==> config.mk <==
export PLATFORM = sky130hd
export DESIGN_NAME = socr_regs
export DESIGN_NICKNAME = d
export VERILOG_FILES = /design/src/rtl/socr_pkg.sv /design/src/rtl/socr_reg_if.sv /design/src/rtl/socr_clk_phase.sv /design/src/rtl/socr_regs.sv /design/src/rtl/socr_serial_port.sv
export SDC_FILE = /design/constraint.sdc
export NUM_CORES = 1
export LEC_CHECK = 0
export BUFFER_PORTS_ARGS = -buffer_cell sky130_fd_sc_hd__buf_2
export CORE_ASPECT_RATIO = 1.75
export CORE_MARGIN = 2
export CORE_UTILIZATION = 50
export DETAILED_ROUTE_END_ITERATION = 7
export GPL_TIMING_DRIVEN = 0
export MAX_ROUTING_LAYER = met4
export PLACE_DENSITY = 0.78
export SYNTH_ARGS = -nofsm -noshare
export SYNTH_HDL_FRONTEND = slang
export SYNTH_SLANG_ARGS = --single-unit
==> constraint.sdc <==
create_clock -name clk -period 7.08 [get_ports clk]
set_input_delay 0.354 -clock clk [delete_from_list [all_inputs] [get_ports clk]]
set_output_delay 0.354 -clock clk [all_outputs]
set_load 0.005 [all_outputs]
==> src/rtl/socr_pkg.sv <==
// package: offsets, field positions, reset values and codes of the serial output configuration registers
package socr_pkg;

  // ************************************************************
  // register addresses on the serial control port
  // ************************************************************
  localparam logic [12:0] ADDR_SAMPLE_FORMAT  = 13'h0014;
  localparam logic [12:0] ADDR_DRIVER_TERM    = 13'h0015;
  localparam logic [12:0] ADDR_CLK_PHASE      = 13'h0016;

  // ************************************************************
  // reset values
  // ************************************************************
  localparam logic [7:0] RST_SAMPLE_FORMAT    = 8'h00;
  localparam logic [7:0] RST_DRIVER_TERM      = 8'h00;
  localparam logic [3:0] RST_CLK_PHASE        = 4'h3;

  // ************************************************************
  // sample_format_control fields
  // ************************************************************
  localparam int FMT_LSB                      = 0;
  localparam int FMT_MSB                      = 1;
  localparam int INVERT_BIT                   = 2;
  localparam int LOW_SWING_BIT                = 6;
  localparam logic [1:0] FMT_OFFSET_BINARY    = 2'h0;
  localparam logic [1:0] FMT_TWOS_COMPLEMENT  = 2'h1;
  localparam logic [7:0] FORMAT_GLOBAL_MASK   = 8'hfb;

  // ************************************************************
  // driver_termination_control fields
  // ************************************************************
  localparam int DRIVE_2X_BIT                 = 0;
  localparam int TERM_LSB                     = 4;
  localparam int TERM_MSB                     = 5;
  localparam logic [1:0] TERM_NONE            = 2'h0;
  localparam logic [1:0] TERM_200_OHM         = 2'h1;
  localparam logic [7:0] DRIVER_GLOBAL_MASK   = 8'hfe;

  // ************************************************************
  // clock_phase_select field
  // ************************************************************
  localparam int PHASE_W                      = 4;
  localparam logic [3:0] PHASE_CODE_MAX       = 4'ha;
  localparam int PHASE_COUNT                  = 11;

  // ************************************************************
  // serial control port framing
  // ************************************************************
  localparam int INSTR_BITS                   = 16;
  localparam int DATA_BITS                    = 8;
  localparam int FRAME_BITS                   = 24;
  localparam int RW_BIT                       = 15;

  typedef enum logic [1:0] {
    SOCR_TERM_OFF,
    SOCR_TERM_200,
    SOCR_TERM_100
  } socr_term_t;

endpackage

==> src/rtl/socr_reg_if.sv <==
// interface: register access strobe, address and data between serial port and register bank
interface socr_reg_if;
  logic        wr_stb;
  logic [12:0] addr;
  logic [7:0]  wdata;
  logic [7:0]  rdata;

  modport port (output wr_stb, output addr, output wdata, input rdata);
  modport regs (input wr_stb, input addr, input wdata, output rdata);
endinterface

==> src/rtl/socr_clk_phase.sv <==
// module: picks one phase of the global clock divider for the output clocks
module socr_clk_phase #(
  parameter int NPH = socr_pkg::PHASE_COUNT
) (
  input  wire logic             clk,          // system clock
  input  wire logic             rst,          // async reset, active high
  input  wire logic [3:0]       phase_code,   // selected phase code
  input  wire logic [NPH-1:0]   bit_phases,   // divider phases for the bit-rate clock
  input  wire logic [NPH-1:0]   word_phases,  // divider phases for the word clock
  output logic                  bit_clk_out,  // bit_rate_clock_out
  output logic                  word_clk_out  // word_boundary_clock_out
);

  typedef struct packed {
    logic bit_clk;
    logic word_clk;
  } socr_ph_state_t;

  socr_ph_state_t s_q, s_d;
  logic [3:0]     sel;

  assign bit_clk_out  = s_q.bit_clk;
  assign word_clk_out = s_q.word_clk;

  always_comb begin
    // reserved codes fall back to the reset phase rather than an undefined tap
    sel        = (phase_code > socr_pkg::PHASE_CODE_MAX) ? socr_pkg::RST_CLK_PHASE : phase_code;
    s_d.bit_clk  = bit_phases[sel];
    s_d.word_clk = word_phases[sel];
  end

  always_ff @(posedge clk or posedge rst) begin
    if (rst) begin
      s_q <= '0;
    end else begin
      s_q <= s_d;
    end
  end

endmodule

==> src/rtl/socr_regs.sv <==
// module: serial output configuration register bank with per-channel sample encoding
// Operation
// format field bits 1:0: 00 offset binary default, 01 two's complement
// invert bit set inverts the addressed channel's output data, default off
// format bits 7:3 and 1:0 global; bit 2 only for addressed channels
// format bit 6: 0 standard swing differential, 1 reduced-swing low power
// termination bits 5:4: 00 none, 01 200 ohm, 10 and 11 100 ohm
// adjust bit 0 doubles clock output drive per channel; bits 7:1 global
// phase field takes codes 0000 to 1010, 60 degree steps up to 600
// after reset phase code is 0011, a 180 degree offset
// phase code picks which global divider phase drives the output clock
// phase setting never moves internal data latching, only the output clock
// host writes only codes up to 1010; higher codes are reserved
module socr_regs #(
  parameter int NCH = 8,
  parameter int SW  = 12,
  parameter int NPH = socr_pkg::PHASE_COUNT
) (
  input  wire logic              clk,          // system clock, 50 MHz
  input  wire logic              rst,          // async reset, active high
  input  wire logic              sclk,         // serial port clock
  input  wire logic              csb_n,        // serial port select, active low
  input  wire logic              sdio_i,       // serial data in
  output logic                   sdio_o,       // serial data out
  output logic                   sdio_oe,      // serial data drive enable
  input  wire logic [NCH-1:0]    chan_sel,     // channels addressed for local bits
  input  wire logic [NCH*SW-1:0] sample_in,    // raw offset-binary samples
  output logic [NCH*SW-1:0]      sample_out,   // encoded samples to serializer
  output logic                   low_swing,    // reduced-swing output mode
  output socr_pkg::socr_term_t   term_sel,     // internal termination setting
  output logic [NCH-1:0]         drive_2x,     // double drive of clock outputs
  output logic [3:0]             phase_code,   // current phase code
  input  wire logic [NPH-1:0]    bit_phases,   // divider phases, bit clock
  input  wire logic [NPH-1:0]    word_phases,  // divider phases, word clock
  output logic                   bit_rate_clock_out,     // phase-selected bit clock
  output logic                   word_boundary_clock_out // phase-selected word clock
);

  // ************************************************************
  // state
  // ************************************************************
  typedef struct packed {
    logic [7:0]        fmt_glob;
    logic [NCH-1:0]    invert;
    logic [7:0]        drv_glob;
    logic [NCH-1:0]    drive;
    logic [3:0]        phase;
    logic [NCH*SW-1:0] samples;
  } socr_state_t;

  socr_state_t s_q, s_d;
  socr_reg_if  bus ();

  // local bit readback shows the lowest addressed channel
  function automatic logic first_sel(input logic [NCH-1:0] v, input logic [NCH-1:0] sel);
    logic r;
    logic hit;
    r   = 1'b0;
    hit = 1'b0;
    for (int i = 0; i < NCH; i++) begin
      if (sel[i] && !hit) begin
        r   = v[i];
        hit = 1'b1;
      end
    end
    return r;
  endfunction

  // ************************************************************
  // serial port and output clock phase
  // ************************************************************
  socr_serial_port u_port (
    .clk     (clk),
    .rst     (rst),
    .sclk    (sclk),
    .csb_n   (csb_n),
    .sdio_i  (sdio_i),
    .sdio_o  (sdio_o),
    .sdio_oe (sdio_oe),
    .bus     (bus.port)
  );

  socr_clk_phase #(.NPH(NPH)) u_phase (
    .clk          (clk),
    .rst          (rst),
    .phase_code   (s_q.phase),
    .bit_phases   (bit_phases),
    .word_phases  (word_phases),
    .bit_clk_out  (bit_rate_clock_out),
    .word_clk_out (word_boundary_clock_out)
  );

  // ************************************************************
  // register writes and sample encoding
  // ************************************************************
  always_comb begin
    s_d = s_q;
    if (bus.wr_stb) begin
      unique case (bus.addr)
        socr_pkg::ADDR_SAMPLE_FORMAT: begin
          s_d.fmt_glob = bus.wdata & socr_pkg::FORMAT_GLOBAL_MASK;
          for (int c = 0; c < NCH; c++) begin
            if (chan_sel[c]) begin
              s_d.invert[c] = bus.wdata[socr_pkg::INVERT_BIT];
            end
          end
        end
        socr_pkg::ADDR_DRIVER_TERM: begin
          s_d.drv_glob = bus.wdata & socr_pkg::DRIVER_GLOBAL_MASK;
          for (int c = 0; c < NCH; c++) begin
            if (chan_sel[c]) begin
              s_d.drive[c] = bus.wdata[socr_pkg::DRIVE_2X_BIT];
            end
          end
        end
        socr_pkg::ADDR_CLK_PHASE: begin
          s_d.phase = bus.wdata[socr_pkg::PHASE_W-1:0];
        end
        default: begin
        end
      endcase
    end
    // samples are registered on clk alone, so the phase code cannot shift their timing
    for (int c = 0; c < NCH; c++) begin
      logic [SW-1:0] v;
      v = sample_in[c*SW +: SW];
      if (s_q.fmt_glob[socr_pkg::FMT_MSB:socr_pkg::FMT_LSB] == socr_pkg::FMT_TWOS_COMPLEMENT) begin
        v[SW-1] = ~v[SW-1];
      end
      if (s_q.invert[c]) begin
        v = ~v;
      end
      s_d.samples[c*SW +: SW] = v;
    end
  end

  always_ff @(posedge clk or posedge rst) begin
    if (rst) begin
      s_q.fmt_glob <= socr_pkg::RST_SAMPLE_FORMAT;
      s_q.invert   <= '0;
      s_q.drv_glob <= socr_pkg::RST_DRIVER_TERM;
      s_q.drive    <= '0;
      s_q.phase    <= socr_pkg::RST_CLK_PHASE;
      s_q.samples  <= '0;
    end else begin
      s_q <= s_d;
    end
  end

  // ************************************************************
  // readback and decoded outputs
  // ************************************************************
  always_comb begin
    unique case (bus.addr)
      socr_pkg::ADDR_SAMPLE_FORMAT: begin
        bus.rdata = s_q.fmt_glob;
        bus.rdata[socr_pkg::INVERT_BIT] = first_sel(s_q.invert, chan_sel);
      end
      socr_pkg::ADDR_DRIVER_TERM: begin
        bus.rdata = s_q.drv_glob;
        bus.rdata[socr_pkg::DRIVE_2X_BIT] = first_sel(s_q.drive, chan_sel);
      end
      socr_pkg::ADDR_CLK_PHASE: begin
        bus.rdata = {4'h0, s_q.phase};
      end
      default: begin
        bus.rdata = 8'h00;
      end
    endcase
  end

  always_comb begin
    unique case (s_q.drv_glob[socr_pkg::TERM_MSB:socr_pkg::TERM_LSB])
      socr_pkg::TERM_NONE:    term_sel = socr_pkg::SOCR_TERM_OFF;
      socr_pkg::TERM_200_OHM: term_sel = socr_pkg::SOCR_TERM_200;
      default:                term_sel = socr_pkg::SOCR_TERM_100;
    endcase
  end

  assign low_swing  = s_q.fmt_glob[socr_pkg::LOW_SWING_BIT];
  assign drive_2x   = s_q.drive;
  assign phase_code = s_q.phase;
  assign sample_out = s_q.samples;

endmodule

==> src/rtl/socr_serial_port.sv <==
// module: serial control port slave, 16-bit instruction then one data byte, msb first
module socr_serial_port (
  input  wire logic clk,        // system clock
  input  wire logic rst,        // async reset, active high
  input  wire logic sclk,       // serial clock, synchronous to clk
  input  wire logic csb_n,      // chip select, active low
  input  wire logic sdio_i,     // serial data in
  output logic      sdio_o,     // serial data out
  output logic      sdio_oe,    // high while driving sdio
  socr_reg_if.port  bus         // register access
);

  typedef struct packed {
    logic        sclk_prev;
    logic [4:0]  cnt;
    logic [15:0] instr;
    logic [7:0]  wsh;
    logic [7:0]  rsh;
    logic        load;
    logic        oe;
    logic        wr;
  } socr_sp_state_t;

  socr_sp_state_t s_q, s_d;
  logic           rise;

  assign rise        = sclk && !s_q.sclk_prev;
  assign bus.wr_stb  = s_q.wr;
  assign bus.addr    = s_q.instr[12:0];
  assign bus.wdata   = s_q.wsh;
  assign sdio_o      = s_q.rsh[7];
  assign sdio_oe     = s_q.oe;

  always_comb begin
    s_d           = s_q;
    s_d.sclk_prev = sclk;
    s_d.wr        = 1'b0;
    s_d.load      = 1'b0;
    if (csb_n) begin
      // deselect aborts any partial frame and releases the line
      s_d.cnt = 5'h00;
      s_d.oe  = 1'b0;
    end else if (s_q.load) begin
      s_d.rsh = bus.rdata;
      s_d.oe  = s_q.instr[socr_pkg::RW_BIT];
    end else if (rise && s_q.cnt < 5'(socr_pkg::FRAME_BITS)) begin
      s_d.cnt = s_q.cnt + 5'h01;
      if (s_q.cnt < 5'(socr_pkg::INSTR_BITS)) begin
        s_d.instr = {s_q.instr[14:0], sdio_i};
        s_d.load  = (s_q.cnt == 5'(socr_pkg::INSTR_BITS - 1));
      end else begin
        s_d.wsh = {s_q.wsh[6:0], sdio_i};
        s_d.rsh = {s_q.rsh[6:0], 1'b0};
        if (s_q.cnt == 5'(socr_pkg::FRAME_BITS - 1)) begin
          s_d.wr = !s_q.instr[socr_pkg::RW_BIT];
          s_d.oe = 1'b0;
        end
      end
    end
  end

  always_ff @(posedge clk or posedge rst) begin
    if (rst) begin
      s_q <= '0;
    end else begin
      s_q <= s_d;
    end
  end

endmodule

==> results of run 1 <==
-- report_power, final --
part	switching (mW)	internal (mW)
clock	0.427	0.479
combinational	0.118	0.144
sequential	0.0288	1.05
total	0.574	1.67
-- synthesized netlist by cell type, types with 4 or more instances --
master and instances:
dfrtp_1 171, buf_4 109, xor2_1 90, mux2_2 55, nand2_1 32, clkbuf_1 18
xnor2_1 17, nor2b_1 12, nor2_1 10, mux2i_1 9, a21oi_1 8, buf_1 8
inv_1 8, nand2b_1 8, o21ai_0 7, a221oi_1 5, mux2_4 5, a211oi_1 4
a2bb2oi_1 4
-- cells by family after synthesis --
group / synth area share [%]
buf+inv: 12.9
compound gates: 4.99
xor+xnor: 11.6
mux: 10.3
simple gates: 6.39
fa+ha+maj: 0.309
flops: 53.5
-- how the worst max path moves through the flow --
stage               slack (ps)            endpoint  cells after the start          start
floorplan                 2040         drive_2x[0]                      1            rst
global placement           180  u_port.bus.addr[4]                      2            rst
detailed placement        4990      u_port.s_q[34]                      5  u_port.s_q[2]
CTS                       4970  u_port.bus.addr[1]                      5  u_port.s_q[2]
global route              4850  u_port.bus.addr[3]                      5  u_port.s_q[2]
finish                    4980  u_port.bus.addr[1]                      5  u_port.s_q[2]
-- placed cells by master, fill, tap and decap left out, types with 9 or more instances in the layout --
cell type  instances
buf_2            245
dfrtp_1          171
buf_4            109
xor2_1            90
mux2_2            55
nand2_1           32
clkbuf_1          18
xnor2_1           17
clkbuf_16         17
nor2b_1           12
nor2_1            10
mux2i_1            9
-- metal layers --
layer  wire length (microns)  GRT usage, %
met5                       0             -
met3                    1000          4.37
met1                    5950          20.9
met2                   10000          38.8
met4                     337          7.15
-- per-stage QoR --
step           cells  hold WS (ps)  instance area, sq um
5_1_grt         1119          34.6                 10200
2_1_floorplan    652           385                  8090
3_5_place_dp    1085           465                  9580
3_3_place_gp    1084           458                  9540
4_1_cts         1117          20.4                 10200
6_report        1120         -5.37                 10200
-- flip-flops by register name (all words and copies together), names as in the netlist, 4 cells and up --
name              flops
sample_out           96
s_q                  21
u_port.s_q           17
u_port.bus.addr      13
drive_2x              8
u_port.bus.wdata      8
phase_code            4
-- worst max-delay path, stage by stage (launching register included) --
cell and delay, ps:
dfrtp_1 360, clkbuf_1 220, a211o_1 340, nor3_2 420, buf_4 290, mux2_2 350
-- layout make-up --
type,count,share of cell area [%]
clock buffer,18,4.32
buffer,144,10.0
clock inverter,14,1.38
sequential,173,42.6
tap,189,2.33
inverter,8,0.369
antenna,3,0.0738
multi-input combinational,327,26.7
timing repair buffer,244,12.2
==> impl_metrics.json, run 1 <==
{
  "power_density_nw_per_um2": 221,
  "dr.pass1.iters": 4,
  "ff_latch_area_sq_um": 4330,
  "fin_crit_sh_pct": 29.6,
  "hpwl_mm": 13.2,
  "p_total_mw": 2.24,
  "area_growth_pct": 25.6,
  "gp_congestion": 0.817,
  "num_vias": 5357,
  "holdBufCountCts": 0,
  "worstPathRequired_ps": 7380,
  "r2r-end": "u_port.bus.addr[1]",
  "violations": "negative hold slack",
  "seq_area_frac_synth_pct": 53.5,
  "cellLeakagePower_nw": 5.37,
  "clock_skew_ps": 11.9,
  "drive_gt1_share_pct": 50.6,
  "cts_made_buffers": 17,
  "fin_setup_tns_ps": 0,
  "rsz0062_at_grt": "no",
  "ioPinCount": 246,
  "dieArea_sq_um": 17300,
  "path_max_fanout": 10,
  "via_per_inst": 4.78,
  "coreArea_sq_um": 15900,
  "dieHeight_microns": 172,
  "grt_usage_pct": 20.6,
  "whs_ps": -5.37,
  "synth_cell_type_count": 66,
  "synth_area_sq_um": 8090,
  "wl_per_cell_microns": 15.4,
  "run_status": "complete, but fails checks",
  "maxCapViolCount": 0,
  "synth_area_per_cell_sq_um": 12.4,
  "ant_nets": 0,
  "yosysWarnings": 0,
  "setup_viol": 0,
  "nets": 1048,
  "drc": 0,
  "cts.repair.resized": 0,
  "synth-edff-count": 0,
  "critPathLaunchType": "flop",
  "grt_pass1_vias": 5411,
  "worst_pin_slew_ps": 751,
  "start_util_pct": 51.0,
  "fin_crit_ps": 2100,
  "grt-ovfl-total": 0,
  "portBuffers": 243,
  "antenna_found_initial": 2,
  "synthFlopType": "dfrtp_1",
  "multiInputGateArea_sq_um": 2710,
  "wl_mm": 17.3,
  "hold_viol_final": 9,
  "grt_pass1_wl_mm": 26.7,
  "r2r_start": "u_port.s_q[2]",
  "cts_max_level": 4,
  "crit_path_end_kind": "flop",
  "clkTransAtPathRegs_ps": 70,
  "rrSetupSlack_ps": 4980,
  "die_x_microns": 100,
  "nFillCells": 1283,
  "worstSetupPathType": "flop to flop",
  "yosys.area.top_type_share_pct": 52.9,
  "rr_worst_depth": 5,
  "clk_latency_ps": 420,
  "clock-root-buffer": "clkbuf_16",
  "synthesis.nets": 785,
  "ys_async_sr_fraction_pct": 100,
  "setup_ws_ps": 4980,
  "synth_area_leaders": "dfrtp_1, buf_4, xor2_1",
  "cts_buffer_depth": 2,
  "cts_setup_buffers": 0,
  "cts_tree": "done",
  "worstHoldPathType": "input port to async pin",
  "post-place-ws_ps": 4990,
  "timing.fmax_mhz": 477,
  "critPathArrivalTime_ps": 2400,
  "placementRows": 61,
  "first_iter_violations": 175,
  "slew_viol_final": 0,
  "cts.sinks": 173,
  "maxSlewHeadroom_pct": 49.6,
  "fin_util_pct": 64.0,
  "grt_start_max_net_pins": 92,
  "ys_ff_latch": 173,
  "yosysTopAreaCell": "dfrtp_1",
  "irDropWorstVdd_v": 0.000153,
  "synth_cells": 652
}
No activity file was read; power rests on OpenSTA's default activity.
==> inputs of run 2 (changes only) <==
ABC_AREA = 1   (was not set)
CORE_UTILIZATION = 47   (was 50)
PLACE_DENSITY = 0.77   (was 0.78)
clock period = 1.7 ns   (was 7.08 ns; I/O delays follow)
==> run 2 against run 1 <==
Net effect:
- the flow finishes with violations (negative setup slack)
- cell count increased by 31%
- first-iteration DRC count up 27%
- worst hold slack gained 62 ps
- critical endpoint is now u_port.s_q[4]
- largest cell class unchanged
==> impl_metrics.json, run 2 <==
{
  "grt_start_max_net_pins": 43,
  "synth_area_per_cell_sq_um": 9.90,
  "ant_nets": 0,
  "critPathLaunchType": "flop",
  "dieArea_sq_um": 18300,
  "crit_cells": 8,
  "cts.sinks": 173,
  "rsz0062_at_grt": "yes",
  "place_inst": 1293,
  "start_util_pct": 48.0,
  "worstSetupPathType": "flop to flop",
  "violations": "negative setup slack",
  "portBuffers": 245,
  "clock_skew_ps": 11.6,
  "wl_per_cell_microns": 16.2,
  "crit_path_end_kind": "flop",
  "synth_cell_type_count": 33,
  "dieHeight_microns": 178,
  "yosysTopAreaCell": "dfrtp_1",
  "setup_ws_ps": -73.1,
  "layout_commonest_cell": "buf_2",
  "cp_cell_sequence": "nor2_1 > nand4_1 > nor2_4 > buf_6 > nand2_8 > a31oi_1 > o21ai_1 > a21oi_1",
  "grt-ovfl-total": 0,
  "nets": 1358,
  "r2r-end": "u_port.s_q[4]",
  "hpwl_mm": 14.7,
  "setup_viol": 15,
  "synth-edff-count": 0,
  "yosysWarnings": 0,
  "worstPathRequired_ps": 2030,
  "nFillCells": 1253,
  "min_from": "word_phases[10]",
  "synth_cells": 817,
  "cp_top_family": "compound AO/OA/AOI/OAI gates",
  "first_iter_violations": 223,
  "grt_pass1_wl_mm": 35.4,
  "power_density_nw_per_um2": 808,
  "grt_usage_pct": 26.2,
  "slew_viol_final": 0,
  "cellLeakagePower_nw": 5.89,
  "irDropWorstVdd_v": 0.000681,
  "yosysMostFrequentCell": "dfrtp_1",
  "synth_area_leaders": "dfrtp_1, xor2_1, buf_4",
  "wl_mm": 23.7,
  "area_growth_pct": 47.2,
  "rrSetupSlack_ps": -70,
  "synthFlopType": "dfrtp_1",
  "antenna_found_initial": 2,
  "seq_area_frac_synth_pct": 53.5,
  "slowest_delay_ps": 390,
  "maxCapViolCount": 0,
  "cts_made_buffers": 17,
  "dr.pass1.iters": 4,
  "synthesis.nets": 950,
  "worstHoldEndpoint": "u_phase.word_clk_out",
  "clk_latency_ps": 420,
  "r2r_start": "u_port.bus.addr[8]",
  "grt_pass1_vias": 7238,
  "holdPathStages": 5,
  "run_status": "complete, but fails checks",
  "ioPinCount": 246,
  "multiInputGateArea_sq_um": 2740,
  "crit_path_top_delay_cell": "dfrtp_1",
  "critPathArrivalTime_ps": 2110,
  "placementRows": 63,
  "rr_worst_depth": 8,
  "cts_buffer_depth": 2,
  "p_total_mw": 9.62,
  "ys_async_sr_fraction_pct": 100,
  "largest_reg_flops": 96,
  "synth_common_cells": "dfrtp_1, nand2_1, buf_4, xor2_1, inv_1",
  "num_vias": 6938,
  "fin_crit_ps": 1770,
  "via_per_inst": 4.73,
  "ys_ff_latch": 173,
  "fin_crit_sh_pct": 104,
  "maxSlewHeadroom_pct": 56.2,
  "worst_pin_slew_ps": 655,
  "instances_no_fill": 1468,
  "drive_gt1_share_pct": 42.3,
  "drc": 0,
  "ff_latch_area_sq_um": 4330,
  "worstHoldPathType": "input port to flop",
  "cp.buffers_inverters": 1,
  "cts_max_level": 4,
  "coreArea_sq_um": 16900,
  "timing.fmax_mhz": 564,
  "gp_congestion": 0.821,
  "clkTransAtPathRegs_ps": 70,
  "path_max_fanout": 5,
  "mostFrequentLayoutCells": "buf_2, dfrtp_1, buf_4",
  "clock-root-buffer": "clkbuf_16",
  "synth_area_sq_um": 8090,
  "hold_viol_final": 0,
  "die_x_microns": 103,
  "yosys.area.top_type_share_pct": 52.9,
  "cts_tree": "done"
}
run 2: power breakdown:
| part | internal, mW | switching, mW | total, mW | leakage, nW |
|---|---|---|---|---|
| Clock | 2.18 | 1.70 | 3.87 | 0.283 |
| Sequential | 4.35 | 0.129 | 4.48 | 2.09 |
| Combinational | 0.697 | 0.574 | 1.27 | 3.51 |
| Total | 7.22 | 2.40 | 9.62 | 5.89 |
run 2: cell type report:
cell class | instances | share of cell area [%]
timing repair buffer | 389 | 22.4
inverter | 76 | 2.49
multi-input combinational | 432 | 23.0
clock inverter | 12 | 1.07
buffer | 136 | 8.23
clock buffer | 20 | 3.92
tap | 227 | 2.38
antenna | 3 | 0.0630
sequential | 173 | 36.4
run 2: worst max-delay path by stage:
stage | startpoint | end | slack [ps]
final | u_port.bus.addr[8] | u_port.s_q[4] | -70
after global placement | rst | sample_out[45] | -1660
after floorplan | rst | drive_2x[0] | -590
after global routing | u_port.bus.addr[8] | u_port.s_q[4] | -150
after CTS | u_port.bus.addr[9] | drive_2x[5] | -50
after detailed placement | u_port.bus.addr[8] | drive_2x[3] | -180
run 2: layer usage:
layer	GRT usage, %	wire [microns]	vias up
met5	-	0	-
met4	17.9	1690	0
met3	4.96	984	122
met2	45.6	13000	263
met1	25.5	8000	3307
li1	-	-	3246
run 2: kinds of logic (layout without fill, tap and decap cells):
group,count (synthesis),in the layout,share of synthesized area [%]
mux,8,8,1.21
fa+ha+maj,2,2,0.309
compound gates,94,94,6.16
buf+inv,212,633,15.3
other cells,0,3,0
xor+xnor,106,106,11.5
flops,173,173,53.5
simple gates,222,222,12.0
run 2: worst min-delay path, stage by stage:
cell and delay, ps:
buf_2 90, nand3_1 70, o21ai_1 60, nand3_1 80, nand2_1 50
run 2: what timing repair did:
action                                 4_1_cts  5_1_grt
cloned                                       0        2
pin swaps                                   11       25
hold buffers                               106        0
resized for setup                           27       92
endpoints found under the hold margin      138        0
buffers inserted                            25        7
setup endpoints to repair                   52       68
run 2: per-stage QoR:
stage	worst slack [ps]	instance area [sq um]	util (%)	hold slack (ps)	TNS (ps)
3_3_place_gp	-1660	9600	56.9	209	-285750
5_1_grt	-152	11900	70.6	51.9	-3680
6_report	-73.1	11900	70.6	56.9	-338
3_5_place_dp	-182	9680	57.4	208	-4290
2_1_floorplan	-594	8090	-	116	-101680
4_1_cts	-50.5	11600	68.8	43.4	-316
==> inputs of run 3 (changes only) <==
RECOVER_POWER = 50   (was not set)
==> run 3 against run 2 <==
Net effect:
- the run still ends with negative setup slack left
- clock power barely moved
- die area unchanged
- non-clock buffer count did not move
- clock-buffer cell count stayed put
- critical path depth did not move
- largest power group unchanged
- highest routed layer unchanged
==> impl_metrics.json, run 3 (same netlist as run 2, synthesis figures left out) <==
{
  "dr.pass1.iters": 7,
  "violations": "negative setup slack",
  "gp_congestion": 0.821,
  "mostFrequentLayoutCells": "buf_2, dfrtp_1, dlygate4sd3_1",
  "grt-ovfl-total": 0,
  "critPathLaunchType": "flop",
  "critPathArrivalTime_ps": 2100,
  "power_density_nw_per_um2": 813,
  "grt_pass1_wl_mm": 35.4,
  "placementRows": 63,
  "cts_tree": "done",
  "wl_per_cell_microns": 16.2,
  "clock_skew_ps": 12.3,
  "worstSetupPathType": "flop to flop",
  "grt_start_max_net_pins": 43,
  "cp_cell_sequence": "nor2_1 > nand4_1 > nor2_4 > buf_6 > nand2_8 > a31oi_1 > o21ai_1 > a21oi_1",
  "crit_path_end_kind": "flop",
  "clk_latency_ps": 420,
  "cts_buffer_depth": 2,
  "clock-root-buffer": "clkbuf_16",
  "area_growth_pct": 46.1,
  "placed_cell_area_sq_um": 9680,
  "maxSlewHeadroom_pct": 52.6,
  "cts.sinks": 173,
  "num_vias": 6959,
  "crit_path_top_delay_cell": "dfrtp_1",
  "maxCapViolCount": 0,
  "slowest_delay_ps": 390,
  "layout_commonest_cell": "buf_2",
  "worst_pin_slew_ps": 712,
  "setup_ws_ps": -67.0,
  "drc": 0,
  "path_max_fanout": 5,
  "nets": 1358,
  "worstHoldPathType": "input port to flop",
  "min_from": "word_phases[10]",
  "grt_usage_pct": 26.2,
  "wl_mm": 23.8,
  "nFillCells": 1296,
  "die_x_microns": 103,
  "ioPinCount": 246,
  "hold_viol_final": 0,
  "dieArea_sq_um": 18300,
  "drive_gt1_share_pct": 36.3,
  "cts_made_buffers": 17,
  "fin_crit_ps": 1770,
  "first_iter_violations": 195,
  "worstPathRequired_ps": 2030,
  "antenna_found_initial": 2,
  "instances_no_fill": 1468,
  "coreArea_sq_um": 16900,
  "cp-startpoint": "u_port.bus.addr[8]",
  "rsz0062_at_grt": "yes",
  "clkTransAtPathRegs_ps": 70,
  "irDropWorstVdd_v": 0.000681,
  "dieHeight_microns": 178,
  "fin_area_sq_um": 11800,
  "fin_crit_sh_pct": 104,
  "start_util_pct": 48.0,
  "fin_util_pct": 70.1,
  "via_per_inst": 4.74,
  "largest_reg_flops": 96,
  "timing.fmax_mhz": 566,
  "ant_nets": 0,
  "hpwl_mm": 14.7,
  "cellLeakagePower_nw": 5.67,
  "place_inst": 1293,
  "grt_pass1_vias": 7238,
  "portBuffers": 245,
  "setup_viol": 9,
  "r2r_start": "u_port.bus.addr[8]",
  "cts_max_level": 4,
  "run_status": "complete, but fails checks",
  "slew_viol_final": 0
}
==> run 3: path summary, 6_finish.rpt <==
kind,slack [ps],end,cells after the start
max,-70,u_port.s_q[4],8
min in group asynchronous,300,u_port.s_q[40],3
max in group asynchronous,280,s_q[123],6
min,50,u_phase.word_clk_out,5
max reg2reg,-70,u_port.s_q[4],8
min reg2reg,480,s_q[131],2
==> run 3: what timing repair did <==
| action | 4_1_cts | 5_1_grt |
|---|---|---|
| hold buffers | 106 | 0 |
| pin swaps | 11 | 25 |
| gates cloned | 0 | 2 |
| setup endpoints to repair | 52 | 68 |
| resized for setup | 27 | 92 |
| setup buffers | 25 | 7 |
| hold endpoints to repair | 138 | 0 |
==> run 3: where the power goes <==
group	leakage [nW]	switching [mW]	internal, mW
logic	3.30	0.576	0.673
clock network	0.283	1.70	2.18
registers	2.09	0.127	4.35
==> run 3: metrics by stage <==
stage | hold WS [ps] | setup TNS, ps | power [mW] | setup WS, ps
after floorplan | 116 | -101680 | 5.06 | -594
after global placement | 209 | -285750 | 5.45 | -1660
after detailed placement | 208 | -4290 | 5.51 | -182
after CTS | 43.4 | -316 | 9.58 | -50.5
after global routing | 51.9 | -3710 | 10.0 | -152
final | 52.4 | -253 | 9.61 | -67.0
==> run 3: final cells by class <==
type / instances / area, sq um / share of cell area, %
diodes: 3 / 7.51 / 0.0635
plain buffers: 136 / 973 / 8.24
clock buffers: 20 / 467 / 3.95
clock inverters: 12 / 128 / 1.08
inverters: 76 / 297 / 2.51
multi-input cells: 432 / 2740 / 23.2
flip-flops and latches: 173 / 4330 / 36.7
well taps: 227 / 284 / 2.40
repair buffers: 389 / 2590 / 21.9
==> run 3: critical path, delay by kind of cell (launching register included) <==
family	cells	cell delay, ps
AND/OR/NAND/NOR	4	550
buffers and inverters	1	150
AO/OA/AOI/OAI	3	580
flip-flops	1	390
==> run 3: routing by layer <==
layer	up-vias	wire length, microns	track usage (%)
met5	-	0	-
met4	0	1710	17.9
met3	117	1040	4.96
met2	272	13000	45.6
met1	3324	7980	25.5
li1	3246	-	-
